<file path="src/bulk_ep_regs.svh">
`ifndef BULK_EP_REGS_SVH
`define BULK_EP_REGS_SVH

// ****************************************************************
// endpoint capability constants
// ****************************************************************
`define BEP_MAX_PKT      11'h400
`define BEP_BURST_MIN    5'h01
`define BEP_BURST_MAX    5'h10
`define BEP_SEQ_INIT     5'h00
`define BEP_SEQ_LAST     5'h1F
`define BEP_XFER_W       32

`endif

</file>
<file path="src/bulk_ep_pkg.sv">
package bulk_ep_pkg;

    // ****************************************************************
    // state and code enumerations
    // ****************************************************************
    typedef enum logic [1:0] {
        ST_IDLE,
        ST_ACTIVE,
        ST_BURST,
        ST_HALTED
    } ep_state_type;

    typedef enum logic [1:0] {
        RESP_ACK,
        RESP_NRDY,
        RESP_ERDY,
        RESP_STALL
    } resp_code_type;

    typedef enum logic [1:0] {
        DONE_COUNT,
        DONE_SHORT,
        DONE_STALL
    } done_cause_type;

    // ****************************************************************
    // carriers
    // ****************************************************************
    typedef struct packed {
        logic        valid;
        logic [31:0] len;
    } xfer_req_type;

    typedef struct packed {
        logic        valid;
        logic [4:0]  seq;
        logic [4:0]  npkts;
        logic [10:0] len;
    } host_pkt_type;

    typedef struct packed {
        logic        valid;
        logic [4:0]  seq;
        logic [10:0] len;
        logic        last;
    } dev_pkt_type;

    typedef struct packed {
        logic          valid;
        resp_code_type code;
        logic [4:0]    seq;
    } dev_resp_type;

    typedef struct packed {
        logic           valid;
        done_cause_type cause;
    } xfer_done_type;

endpackage

</file>
<file path="src/seq_counter.sv">
`timescale 1ns/100ps
`include "bulk_ep_regs.svh"

module seq_counter (
    input  wire logic       core_clk,
    input  wire logic       sys_rst,
    input  wire logic       reinit,
    input  wire logic       load,
    input  wire logic [4:0] load_val,
    input  wire logic       inc,
    output logic [4:0]      seq_q
);

    logic [4:0] seq_d;

    // reinit beats load, load beats increment; wraps 31 to 0
    always_comb begin
        seq_d = seq_q;
        if (reinit) begin
            seq_d = `BEP_SEQ_INIT;
        end else if (load) begin
            seq_d = load_val;
        end else if (inc) begin
            seq_d = (seq_q == `BEP_SEQ_LAST) ? `BEP_SEQ_INIT : seq_q + 5'h01;
        end
    end

    always_ff @(posedge core_clk) begin
        if (sys_rst) begin
            seq_q <= `BEP_SEQ_INIT;
        end else begin
            seq_q <= seq_d;
        end
    end

endmodule

</file>
<file path="src/bulk_ep_ctrl.sv">
// Behaviour
// - descriptor advertises 1024 byte packet size
// - advertised burst limited to 1 through 16
// - sequence numbers span 0 through 31
// - sent payloads full size except last
// - transfer ends: count, short packet, stall
// - transfer spans many transactions until done
// - configuration requests reset sequence and burst
// - stall or oversize OUT payload halts pipe
// - each pipe carries one direction only
`timescale 1ns/100ps
`include "bulk_ep_regs.svh"

module bulk_ep_ctrl #(
    parameter bit         IS_IN     = 1'b1,
    parameter logic [4:0] MAX_BURST = `BEP_BURST_MAX
) (
    input  wire logic                  core_clk,
    input  wire logic                  sys_rst,
    input  wire logic                  cfg_reinit,
    input  wire logic                  stall_req,
    input  bulk_ep_pkg::xfer_req_type  xfer_req,
    input  bulk_ep_pkg::host_pkt_type  host_pkt,
    output bulk_ep_pkg::dev_pkt_type   dev_pkt,
    output bulk_ep_pkg::dev_resp_type  dev_resp,
    output bulk_ep_pkg::xfer_done_type xfer_done,
    output logic                       halted,
    output logic [10:0]                desc_max_pkt,
    output logic [4:0]                 desc_max_burst,
    output logic                       desc_dir_in
);

    // ****************************************************************
    // state record
    // ****************************************************************
    typedef struct packed {
        bulk_ep_pkg::ep_state_type  st;
        logic [31:0]                rem;
        logic [4:0]                 burst;
        logic                       owe_rdy;
        bulk_ep_pkg::dev_pkt_type   pkt;
        bulk_ep_pkg::dev_resp_type  resp;
        bulk_ep_pkg::xfer_done_type done;
        logic [4:0]                 desc_burst;
        logic [10:0]                desc_pkt;
        logic                       dir_in;
        logic                       halt;
    } ctrl_state_type;

    ctrl_state_type s_q;
    ctrl_state_type s_d;
    logic [4:0]     seq_q;
    logic           seq_reinit;
    logic           seq_load;
    logic [4:0]     seq_val;
    logic           seq_inc;
    logic [10:0]    cur_len;
    logic [31:0]    rem_after;

    // ****************************************************************
    // helpers
    // ****************************************************************
    // keep a burst count inside 1..16
    function automatic logic [4:0] clamp_burst(input logic [4:0] n, input logic [4:0] lim);
        logic [4:0] r;
        r = n;
        if (r < `BEP_BURST_MIN) begin
            r = `BEP_BURST_MIN;
        end
        if (r > lim) begin
            r = lim;
        end
        if (r > `BEP_BURST_MAX) begin
            r = `BEP_BURST_MAX;
        end
        return r;
    endfunction

    // payload below the maximum ends the transfer
    function automatic logic is_short(input logic [10:0] len);
        return len < `BEP_MAX_PKT;
    endfunction

    // ****************************************************************
    // sequence number tracker
    // ****************************************************************
    seq_counter u_seq (
        .core_clk (core_clk),
        .sys_rst  (sys_rst),
        .reinit   (seq_reinit),
        .load     (seq_load),
        .load_val (seq_val),
        .inc      (seq_inc),
        .seq_q    (seq_q)
    );

    // ****************************************************************
    // next-state logic
    // ****************************************************************
    // segment size: full packets while data remains, then the remainder
    always_comb begin
        if (s_q.rem >= {21'h000000, `BEP_MAX_PKT}) begin
            cur_len = `BEP_MAX_PKT;
        end else begin
            cur_len = s_q.rem[10:0];
        end
        if (IS_IN) begin
            rem_after = s_q.rem - {21'h000000, cur_len};
        end else if ({21'h000000, host_pkt.len} >= s_q.rem) begin
            rem_after = 32'h00000000;
        end else begin
            rem_after = s_q.rem - {21'h000000, host_pkt.len};
        end
    end

    always_comb begin
        s_d            = s_q;
        s_d.pkt.valid  = 1'b0;
        s_d.pkt.last   = 1'b0;
        s_d.resp.valid = 1'b0;
        s_d.done.valid = 1'b0;
        s_d.desc_burst = clamp_burst(MAX_BURST, `BEP_BURST_MAX);
        s_d.desc_pkt   = `BEP_MAX_PKT;
        s_d.dir_in     = IS_IN;
        seq_reinit     = 1'b0;
        seq_load       = 1'b0;
        seq_val        = host_pkt.seq;
        seq_inc        = 1'b0;
        if (cfg_reinit) begin
            // configuration request completed: back to initial pipe state
            s_d.st      = bulk_ep_pkg::ST_IDLE;
            s_d.rem     = 32'h00000000;
            s_d.burst   = 5'h00;
            s_d.owe_rdy = 1'b0;
            seq_reinit  = 1'b1;
        end else if (stall_req && s_q.st != bulk_ep_pkg::ST_HALTED) begin
            s_d.st = bulk_ep_pkg::ST_HALTED;
            if (s_q.st != bulk_ep_pkg::ST_IDLE) begin
                s_d.done.valid = 1'b1;
                s_d.done.cause = bulk_ep_pkg::DONE_STALL;
            end
        end else begin
            case (s_q.st)
                bulk_ep_pkg::ST_IDLE: begin
                    // no transfer posted: refuse and owe a ready notice
                    if (host_pkt.valid) begin
                        s_d.resp.valid = 1'b1;
                        s_d.resp.code  = bulk_ep_pkg::RESP_NRDY;
                        s_d.resp.seq   = seq_q;
                        s_d.owe_rdy    = 1'b1;
                    end
                    if (xfer_req.valid) begin
                        s_d.st  = bulk_ep_pkg::ST_ACTIVE;
                        s_d.rem = xfer_req.len;
                    end
                end
                bulk_ep_pkg::ST_ACTIVE: begin
                    if (host_pkt.valid && IS_IN) begin
                        // host grant: start a burst at the requested sequence
                        seq_load  = 1'b1;
                        s_d.burst = clamp_burst(host_pkt.npkts, s_q.desc_burst);
                        s_d.st    = bulk_ep_pkg::ST_BURST;
                    end else if (host_pkt.valid && host_pkt.len > `BEP_MAX_PKT) begin
                        // oversize payload from the host: halt the pipe
                        s_d.st         = bulk_ep_pkg::ST_HALTED;
                        s_d.resp.valid = 1'b1;
                        s_d.resp.code  = bulk_ep_pkg::RESP_STALL;
                        s_d.resp.seq   = seq_q;
                        s_d.done.valid = 1'b1;
                        s_d.done.cause = bulk_ep_pkg::DONE_STALL;
                    end else if (host_pkt.valid && host_pkt.seq == seq_q) begin
                        // in-order OUT packet accepted and acknowledged
                        seq_inc        = 1'b1;
                        s_d.rem        = rem_after;
                        s_d.resp.valid = 1'b1;
                        s_d.resp.code  = bulk_ep_pkg::RESP_ACK;
                        s_d.resp.seq   = (seq_q == `BEP_SEQ_LAST) ? `BEP_SEQ_INIT
                                                                  : seq_q + 5'h01;
                        if (is_short(host_pkt.len) || rem_after == 32'h00000000) begin
                            s_d.st         = bulk_ep_pkg::ST_IDLE;
                            s_d.done.valid = 1'b1;
                            s_d.done.cause = (rem_after == 32'h00000000)
                                           ? bulk_ep_pkg::DONE_COUNT
                                           : bulk_ep_pkg::DONE_SHORT;
                        end // otherwise the transfer waits for more transactions
                    end else if (host_pkt.valid) begin
                        // out-of-order packet: ask again from the expected number
                        s_d.resp.valid = 1'b1;
                        s_d.resp.code  = bulk_ep_pkg::RESP_ACK;
                        s_d.resp.seq   = seq_q;
                    end else if (s_q.owe_rdy) begin
                        s_d.resp.valid = 1'b1;
                        s_d.resp.code  = bulk_ep_pkg::RESP_ERDY;
                        s_d.resp.seq   = seq_q;
                        s_d.owe_rdy    = 1'b0;
                    end
                end
                bulk_ep_pkg::ST_BURST: begin
                    // one data packet a cycle until the grant or the data runs out
                    seq_inc         = 1'b1;
                    s_d.pkt.valid   = 1'b1;
                    s_d.pkt.seq     = seq_q;
                    s_d.pkt.len     = cur_len;
                    s_d.rem         = rem_after;
                    s_d.burst       = s_q.burst - 5'h01;
                    if (is_short(cur_len) || rem_after == 32'h00000000) begin
                        s_d.pkt.last   = 1'b1;
                        s_d.st         = bulk_ep_pkg::ST_IDLE;
                        s_d.done.valid = 1'b1;
                        s_d.done.cause = (rem_after == 32'h00000000)
                                       ? bulk_ep_pkg::DONE_COUNT
                                       : bulk_ep_pkg::DONE_SHORT;
                    end else if (s_q.burst == 5'h01) begin
                        s_d.pkt.last = 1'b1;
                        s_d.st       = bulk_ep_pkg::ST_ACTIVE;
                    end
                end
                bulk_ep_pkg::ST_HALTED: begin
                    // every transaction answered with stall until reinit
                    if (host_pkt.valid) begin
                        s_d.resp.valid = 1'b1;
                        s_d.resp.code  = bulk_ep_pkg::RESP_STALL;
                        s_d.resp.seq   = seq_q;
                    end
                end
                default: begin
                    s_d.st = bulk_ep_pkg::ST_IDLE;
                end
            endcase
        end
        s_d.halt = (s_d.st == bulk_ep_pkg::ST_HALTED);
    end

    // ****************************************************************
    // state register
    // ****************************************************************
    always_ff @(posedge core_clk) begin
        if (sys_rst) begin
            s_q            <= '0;
            s_q.st         <= bulk_ep_pkg::ST_IDLE;
            s_q.desc_burst <= `BEP_BURST_MIN;
        end else begin
            s_q <= s_d;
        end
    end

    // ****************************************************************
    // outputs
    // ****************************************************************
    // descriptor fields and status straight from the state flops
    assign dev_pkt        = s_q.pkt;
    assign dev_resp       = s_q.resp;
    assign xfer_done      = s_q.done;
    assign halted         = s_q.halt;
    assign desc_max_pkt   = s_q.desc_pkt;
    assign desc_max_burst = s_q.desc_burst;
    assign desc_dir_in    = s_q.dir_in;

endmodule

</file>
<file path="config.mk">
export PLATFORM = sky130hd
export DESIGN_NAME = bulk_ep_ctrl
export DESIGN_NICKNAME = d
export VERILOG_FILES = /design/src/bulk_ep_pkg.sv /design/src/seq_counter.sv /design/src/bulk_ep_ctrl.sv
export VERILOG_INCLUDE_DIRS = /design/src
export SDC_FILE = /design/constraint.sdc
export NUM_CORES = 1
export LEC_CHECK = 0
export BUFFER_PORTS_ARGS = -buffer_cell sky130_fd_sc_hd__buf_2
export CAP_MARGIN = 20
export CORE_ASPECT_RATIO = 1.5
export CORE_MARGIN = 4
export CORE_UTILIZATION = 30
export CTS_CLUSTER_DIAMETER = 80
export DETAILED_ROUTE_END_ITERATION = 16
export PLACE_DENSITY_LB_ADDON = 0.25
export RECOVER_POWER = 25
export SLEW_MARGIN = 20
export SYNTH_ARGS = -nofsm -noshare
export SYNTH_HDL_FRONTEND = slang
export SYNTH_HIERARCHICAL = 1
export SYNTH_SLANG_ARGS = --single-unit
</file>
<file path="constraint.sdc">
create_clock -name core_clk -period 3.93 [get_ports core_clk]
set_input_delay 1.179 -clock core_clk [delete_from_list [all_inputs] [get_ports core_clk]]
set_output_delay 1.179 -clock core_clk [all_outputs]
set_load 0.005 [all_outputs]
</file>
==> results of run 1 <==
[final cells by class]
| cell class | count | area (sq um) | share of cell area |
|---|---|---|---|
| clock buffer | 11 | 233 | 0.0407 |
| multi-input combinational | 494 | 2960 | 0.519 |
| timing repair buffer | 111 | 584 | 0.102 |
| inverter | 19 | 71.3 | 0.0125 |
| clock inverter | 5 | 61.3 | 0.0107 |
| sequential | 77 | 1540 | 0.270 |
| tap | 206 | 258 | 0.0451 |
[power by group through the flow]
stage                     clock (uW)  combinational, uW  sequential, uW
after floorplan                    0                368             827
after global placement             0                510             839
after detailed placement           0                507             839
after CTS                        866                510             821
after global routing             893                571             825
final                            843                509             822
[final timing paths]
path                                start                   endpoint  slack (ps)  depth (start not counted)
setup / recovery     s_q[67]$_SDFFE_PP0P_  xfer_done[0]$_SDFFE_PP0P_         390                         12
hold / removal    dev_pkt[1]$_SDFFE_PP0P_    dev_pkt[1]$_SDFFE_PP0P_         450                          2
setup reg to reg     s_q[67]$_SDFFE_PP0P_  xfer_done[0]$_SDFFE_PP0P_         390                         12
hold reg to reg   dev_pkt[1]$_SDFFE_PP0P_    dev_pkt[1]$_SDFFE_PP0P_         450                          2
[registers in the layout, summed over array words and instances, names as in the netlist]
name and flops:
halted 1, dev_pkt 18, s_q 40, u_seq/seq_q 5
xfer_done 3, dev_resp 8, desc_max_burst 2
[cell usage after synthesis (all sizes together), types with 5 or more instances]
library cell / count / area (sq um)
nor2: 72 / 270
and2: 6 / 37.5
nand4: 7 / 58.8
nand2b: 12 / 75.1
nor4: 9 / 56.3
nand2: 53 / 199
nor3: 32 / 165
ha: 14 / 175
or4: 5 / 45.0
o211ai: 6 / 45.0
or3: 11 / 68.8
mux2i: 5 / 50.1
inv: 19 / 71.3
a221oi: 10 / 87.6
nand3: 28 / 140
nor2b: 5 / 31.3
a22oi: 17 / 128
o21ai: 47 / 239
xor2: 8 / 70.1
dfxtp: 77 / 1540
a21oi: 51 / 259
a211oi: 14 / 105
xnor2: 6 / 52.6
buf: 48 / 365
clkbuf: 38 / 143
[cells by family after synthesis]
family	Yosys count
and+or+nand+nor	262
AOI/OAI and AO/OA	184
buffers and inverters	105
DFF	77
adders and majority gates	14
xor gates and xnor gates	14
muxes	6
other	2
[through the flow]
stage	cell area [sq um]	hold slack, ps	total power [uW]	instances
floorplan	5080	432	1200	676
CTS	5730	453	2200	923
detailed placement	5440	446	1350	907
global placement	5440	441	1350	907
global route	5710	479	2290	923
finish	5710	451	2170	923
[worst max-delay path, delay by kind of cell, from the launching register on]
kind / cells / cell delay [ps]
flip-flops: 1 / 350
AND/OR/NAND/NOR: 8 / 1910
adder cells (fa/ha/maj): 1 / 280
AO/OA/AOI/OAI: 3 / 860
[cell usage in the layout, fill, tap and decap left out, types with 3 or more instances in the layout]
cell type	n
a21oi_1	50
nand4_1	6
buf_2	77
a22oi_1	17
a221oi_1	10
conb_1	14
or4_1	3
nand2_1	53
clkbuf_1	15
xnor2_1	6
and2_1	6
inv_1	19
nand2b_1	12
o31ai_1	4
buf_4	19
clkbuf_16	9
nand3_1	28
nor2b_1	4
a31oi_1	4
nor2_1	72
nor4_1	9
clkinv_4	3
o21a_1	3
xor2_1	8
nand3b_1	4
o21ai_0	44
dfxtp_1	77
or2_2	4
ha_1	14
and3_1	4
a211oi_1	14
nor3_1	30
or3_1	11
mux2i_1	5
o211ai_1	6
[metal layers]
metal	GRT usage	vias up
met2	0.294	137
met3	0.0211	24
met4	0.0560	0
li1	-	2437
met1	0.191	2254
met5	0	-
==> run metrics, run 1 <==
Clk pwr share=0.388; Setup Viol. Count Final=0; vias per inst=5.26; max layer used=met4; met3 WL=617 um; dpl hpwl=11,500 um; largest family of logic cells by synthesized area=simple AND/OR/NAND/NOR gates; first-pass GRT wire length=around 25,000 um; gr usage total=0.161; RSZ-0062 raised after global routing=false; DRC=0; crit path max-delay cell type=nor4_1; Worst setup EP type=flip-flop; Final Hold Viols=0; post-synthesis cell type count=between 70 and 80; Layout Skew=9.83 ps; Worst-Skew Late Latency=340 ps; Met1 Wirelength=about 6300 um; syn avg cell area=between 7 and 8 sq um; CTS tree=yes; Hold-fix buffers, CTS=0; vias in the first global route=roughly 4.6k; Final min period=about 3500 ps; GPL Wtd Cong=0.897; fraction of registers with async set/reset=0; WL/cell=16.6 um; total global routing overflow=0; Placement Rows=57; antenna violations before repair=0; ratio of cells with drive above 1 in the final layout=0.184; Final Routed Wirelength=approximately 15,000 um; antenna cells=0; slew at the pin with the worst max-slew slack=844 ps; Setup crit start kind=flip-flop; Tcrit/Tclk final=0.902; CTS max path bufs=2; Final WS setup=387 ps; max_cap viols=0; Lkg Pwr=0.00225 uW; die area=19,000 sq um; Max Slew Vio Count=0; die width=114 um; Sw Share=0.318; post-synthesis cell count=664; number of CTS-inserted buffers=9; Pre-Repair DR Iteration Count=5; post-CTS resize count=0; Post-synth EDFFs=0; H-tree depth=3; simple-gate share of the synthesized area=0.263; ys flop type=dfxtp_1; Finished Core Util=0.350; synth warn=6; clk slew on worst S/H paths=60 ps; CP Cell Sequence=nor4_1 -> and4_1 -> nand2_1 -> nand2_1 -> ha_1 -> nand3_1 -> o21ai_2 -> nor2_1 -> a2111oi_4 -> nand4_4 -> nand3_1 -> o311ai_1; Post-Synth XOR/XNOR Area=0.0244; WS Path Type=flip-flop to flip-flop; clk sinks=77; Iteration-0 DRC Markers=277; DP Worst Slack=291 ps; met2 WL=8080 um; Die H=167 um; Power Dens Cells=381 nW/um^2; mux share of post-synthesis cell area=0.0122; worst-path maximum fanout=8; Fillers=1,775; worst rel slew slack=0.438; WP data arrival=around 3800 ps; # nets final=785; Area growth, synth to finish=13.5%; core area=between 15,000 and 20,000 sq um; worst ir drop on vdd=0.000157 V; sw power=692 uW; Synth Area in Adders=0.0348; Yosys reg bits=slightly below 80; status=finished clean; setup_tns=0 ps; Gate power share=0.234; Int Power=1480 uW; I/O Pins=106; largest net degree at the start of global routing=35; Post-Syn Area=5030 sq um; Synth Area in Compound Gates=0.242; FMAX=0.282 GHz; I/O Buffers=92; post-CTS setup buffers=0; via count=4,852; peak per-stage delay on the critical path=560 ps; sequential share of the synthesized area=0.306; DRT antenna net count=0; Initial Utilization=0.308; worst min path class=flip-flop to flip-flop; worst path required time=4130 ps; Root Buffer=clkbuf_16; part of the power in registers=0.378
Power figures use the tool's default switching activity.
==> inputs of run 2 (changes only) <==
- ABC_AREA: not set -> 1
- CTS_CLUSTER_DIAMETER: 80 -> not set
- PLACE_DENSITY_LB_ADDON: 0.25 -> not set
==> run metrics, run 2 <==
setup_tns=0 ps; Power Dens Cells=411 nW/um^2; max_cap viols=0; gr usage total=0.159; max FFs per register=40; vias in the first global route=around 5k; WP data arrival=~3400 ps; dpl hpwl=roughly 12,000 um; Final Hold Viols=0; DRC=0; reg2reg path depth=23; crit path from=s_q[71]$_SDFFE_PP0P_; Setup Viol. Count Final=0; via count=5,101; most common cell in the synthesized netlist=nand2_1; Synth top area share=0.302; largest net degree at the start of global routing=33; crit path max-delay cell type=dfxtp_1; I/O Pins=106; # nets final=roughly 900; Area growth, synth to finish=13.6%; CP dominant cell by count=nand2_1; part of the power in registers=0.352; worst min path class=flip-flop to flip-flop; ratio of cells with drive above 1 in the final layout=0.162; syn avg cell area=6.56 sq um; WS Path Type=flip-flop to flip-flop; synth cell count leaders=164 x nand2_1, 87 x a21oi_1, 85 x nor2_1; Initial Utilization=0.304; Root Buffer=clkbuf_16; Cell Area, Placed=5480 sq um; FF+latch area=1540 sq um; Finished Core Util=0.346; DRT antenna net count=0; total global routing overflow=0; ys flop type=dfxtp_1; I/O Buffers=92; worst rel slew slack=0.431; worst reg-to-reg setup slack=810 ps; post-synthesis cell count=777; fin area=5790 sq um; Final min period=roughly 3100 ps; Iteration-0 DRC Markers=296; fraction of registers with async set/reset=0; largest area contributor in the netlist=dfxtp_1; status=finished clean; post-CTS resize count=0; Worst-Skew Late Latency=360 ps; FMAX=0.320 GHz; Gate power share=0.259; Top reg by flops=s_q; worst hold slack=467 ps; first-pass GRT wire length=approximately 24,000 um; CTS max path bufs=2; CP Cell Sequence=nor2_2 -> nand2_1 -> nor2_2 -> nand3_2 -> nand2_1 -> ha_1 -> inv_1 -> nand2_2 -> nor2_4 -> nand2_1 -> nand2_2 -> nand2_1 -> nand2_1 -> nor2_1 -> nand2_1 -> nor2_1 -> nand2_2 -> nand2_2 -> inv_2 -> nand2_1 -> nand2_1 -> nand2_1 -> a21oi_1; clk sinks=77; worst path required time=4170 ps; Tcrit/Tclk final=0.795; Clk pwr share=0.389; antenna violations before repair=0; CTS tree=yes; Sw Share=0.340; core area=16,800 sq um; Yosys reg bits=77; Pre-Repair DR Iteration Count=6; clk slew on worst S/H paths=around 60 ps; Hold Crit Depth=2; Setup crit start kind=flip-flop; sw power=between 800 and 900 uW; Int Power=1570 uW; most common cell after layout, fill and taps aside=nand2_1; slew at the pin with the worst max-slew slack=854 ps; most frequent cells in the layout=164 x nand2_1, 87 x a21oi_1, 85 x nor2_1; post-synthesis cell type count=43; RSZ-0062 raised after global routing=false; GPL Wtd Cong=0.918; Lkg Pwr=0.00270 uW; die area=19,200 sq um; antenna cells=0; Hold-fix buffers, CTS=0; WL/cell=14.6 um; Die H=168 um; area of the multi-input gates=between 2000 and 3000 sq um; worst-path maximum fanout=16; Hold Startpoint=dev_pkt[9]$_SDFFE_PP0P_; vias per inst=4.88; Max Slew Vio Count=0; Reg-to-Reg Start=s_q[71]$_SDFFE_PP0P_; Area contributors post-synth=dfxtp_1 30%, nand2_1 12%, a21oi_1 8.5%; Fillers=roughly 1.8k; sequential share of the synthesized area=0.302; peak per-stage delay on the critical path=360 ps; Post-synth EDFFs=0; Post-Syn Area=between 5000 and 6000 sq um; Layout Skew=8.18 ps; number of CTS-inserted buffers=9; post-CTS setup buffers=0; die width=114 um; synth warn=6; worst ir drop on vdd=0.000226 V; Placement Rows=58; Worst setup EP type=flip-flop; Final Routed Wirelength=15,200 um; H-tree depth=3
## run 2: cell count changes after synthesis, moves of 13 or more
cell      before  now
inv_1         19   84
nand3_1       28   45
nand2_1       53  164
a22oi_1       17    0
clkbuf_1      38   22
a21oi_1       50   87
nor2_1        72   85
nor3_1        31   10
## run 2: final timing paths
path	to
setup / recovery	halted$_SDFF_PP0_
hold / removal	dev_pkt[9]$_SDFFE_PP0P_
setup reg to reg	halted$_SDFF_PP0_
hold reg to reg	dev_pkt[9]$_SDFFE_PP0P_
## run 2: cells by family after synthesis
family                   Yosys count  share of synthesized area
AND/OR/NAND/NOR                  342                      0.287
AO/OA/AOI/OAI                    166                      0.192
buffers and inverters            159                      0.153
flip-flops                        77                      0.302
XOR/XNOR                          17                     0.0292
adder cells (fa/ha/maj)           14                     0.0344
other                              2                    0.00147
## run 2: layer usage
layer | wire length [um] | GRT usage | vias up
met1 | 5970 | 0.167 | 2319
met2 | 7980 | 0.295 | 138
li1 | - | - | 2614
met4 | 483 | 0.0677 | 0
met5 | 0 | 0 | -
met3 | 774 | 0.0369 | 30
## run 2: worst max-delay path, delay by kind of cell (launching register included)
family,cells,cell delay (ps)
and+or+nand+nor,19,2250
DFF,1,360
adders and majority gates,1,230
buffers and inverters,2,110
AOI/OAI and AO/OA,1,40
## run 2: final cells by class
| cell class | instances | area share |
|---|---|---|
| clock buffers | 9 | 0.0389 |
| clock inverters | 7 | 0.0171 |
| inverters | 89 | 0.0577 |
| multi-input cells | 553 | 0.487 |
| flip-flops and latches | 77 | 0.266 |
| well taps | 210 | 0.0453 |
| repair buffers | 100 | 0.0877 |
## run 2: through the flow
stage / instances / setup WS (ps) / total power, uW
floorplan: 789 / 1140 / 1310
global placement: 1029 / 762 / 1470
detailed placement: 1029 / 732 / 1470
CTS: 1045 / 788 / 2410
global route: 1045 / 560 / 2520
finish: 1045 / 806 / 2380
## run 2: power groups by stage
stage                     sequential (uW)  clock [uW]  combinational (uW)
after global routing                  841         986                 696
after global placement                855           0                 616
final                                 838         927                 616
after CTS                             837         953                 620
after floorplan                       846           0                 464
after detailed placement              855           0                 616
==> inputs of run 3 (changes only) <==
- ABC_AREA: 1 -> 0
- clock period: 3.93 -> 2.7 ns (I/O delays scaled with it)
==> run metrics, run 3 (synthesis results as in run 1) <==
status=complete, but fails checks; failing checks=setup timing; Final WS setup=-115 ps; Setup crit start kind=flip-flop; Final min period=2810 ps; Final Routed Wirelength=approximately 16,000 um; Iteration-0 DRC Markers=329; Max Slew Vio Count=0; Root Buffer=clkbuf_16; max_cap viols=0; reg2reg path depth=13; Pre-Repair DR Iteration Count=4; Lkg Pwr=0.00270 uW; clk sinks=77; GPL Wtd Cong=0.864; H-tree depth=3; antenna cells=0; WS Path Type=flip-flop to flip-flop; CTS max path bufs=2; Sw Share=0.319; crit path from=s_q[67]$_SDFFE_PP0P_; Worst-Skew Late Latency=340 ps; fin area=6490 sq um; worst hold slack=roughly 450 ps; Hold-fix buffers, CTS=0; Clk pwr share=0.341; total global routing overflow=0; Worst setup EP type=flip-flop; clk slew on worst S/H paths=roughly 60 ps; slew at the pin with the worst max-slew slack=661 ps; I/O Buffers=between 90 and 100; first-pass GRT wire length=roughly 26,000 um; I/O Pins=106; DRT antenna net count=0; DRC=0; part of the power in registers=0.362; worst path required time=2920 ps; most common cell after layout, fill and taps aside=buf_4; Top reg by flops=s_q; Initial Utilization=0.308; core area=16,300 sq um; Layout Skew=7.39 ps; Fillers=1,704; Gate power share=0.297; worst-path maximum fanout=7; worst min path class=flip-flop to flip-flop; Power Dens Cells=505 nW/um^2; CTS tree=yes; Area growth, synth to finish=29.1%; WL/cell=15.9 um; Setup Viol. Count Final=7; # nets final=860; Int Power=2230 uW; worst rel slew slack=0.558; Hold Crit Depth=2; via count=5,213; WP data arrival=3030 ps; Reg-to-Reg Start=s_q[67]$_SDFFE_PP0P_; RSZ-0062 raised after global routing=true; Tcrit/Tclk final=1.04; antenna violations before repair=0; gr usage total=0.168; die area=19,000 sq um; Final Hold Viols=0; FMAX=0.355 GHz; Die H=167 um; max FFs per register=40; worst ir drop on vdd=slightly below 0.0003 V; Hold Startpoint=dev_pkt[15]$_SDFFE_PP0P_; dpl hpwl=12,200 um; Placement Rows=57; Finished Core Util=0.398; number of CTS-inserted buffers=9; vias in the first global route=around 5k; most frequent cells in the layout=87 x buf_4, 80 x buf_2, 72 x nor2_1; largest net degree at the start of global routing=28; vias per inst=5.22; die width=114 um; setup_tns=-630 ps; Cell Area, Placed=6160 sq um; sw power=1050 uW; ratio of cells with drive above 1 in the final layout=0.303
-- run 3: metal layers --
layer / global-route usage / routed length (um) / up-vias
li1: - / - / 2593
met4: 0.0638 / 446 / 0
met2: 0.306 / 8310 / 131
met3: 0.0279 / 694 / 35
met1: 0.193 / 6390 / 2454
met5: 0 / 0 / -
-- run 3: critical path, cell delays in order, from the launching register on --
cell and delay, ps:
dfxtp_2 330, nor4_4 300, and4_4 290, nand2_4 50
nand2_2 70, ha_4 200, nor3_2 100, nand4_1 120
nor4_2 220, o2111ai_1 160, nor4b_2 400, nand4_4 200
nand4_1 140, o311ai_1 90
-- run 3: per-stage QoR --
| step | setup slack (ps) | std cells | total power, uW |
|---|---|---|---|
| finish | -115 | 998 | 3280 |
| global placement | -167 | 980 | 2150 |
| CTS | -163 | 998 | 3300 |
| detailed placement | -290 | 980 | 2150 |
| global route | -287 | 998 | 3460 |
| floorplan | 6.86 | 676 | 1770 |
-- run 3: worst paths after layout --
| check | to | slack, ps |
|---|---|---|
| setup / recovery | xfer_done[0]$_SDFFE_PP0P_ | -110 |
| hold / removal | dev_pkt[15]$_SDFFE_PP0P_ | 450 |
| setup reg to reg | xfer_done[0]$_SDFFE_PP0P_ | -110 |
| hold reg to reg | dev_pkt[15]$_SDFFE_PP0P_ | 450 |
-- run 3: power groups by stage --
stage / combinational [uW] / sequential, uW / clock, uW
3_5_place_dp: 946 / 1210 / 0
2_1_floorplan: 563 / 1210 / 0
4_1_cts: 965 / 1190 / 1150
5_1_grt: 1070 / 1190 / 1200
3_3_place_gp: 945 / 1210 / 0
6_report: 976 / 1190 / 1120
-- run 3: area by class of cell --
cell class | instances | area, sq um | area share
repair buffers | 186 | 1210 | 0.187
clock inverters | 5 | 37.5 | 0.00578
well taps | 206 | 258 | 0.0397
flip-flops and latches | 77 | 1560 | 0.240
clock buffers | 11 | 233 | 0.0358
multi-input cells | 494 | 3120 | 0.481
inverters | 19 | 71.3 | 0.0110
-- run 3: timing repair --
action / CTS / global route
setup buffers: 2 / 0
endpoints found under the setup margin: 8 / 9
pin swaps: 13 / 12
gates resized for setup: 13 / 8
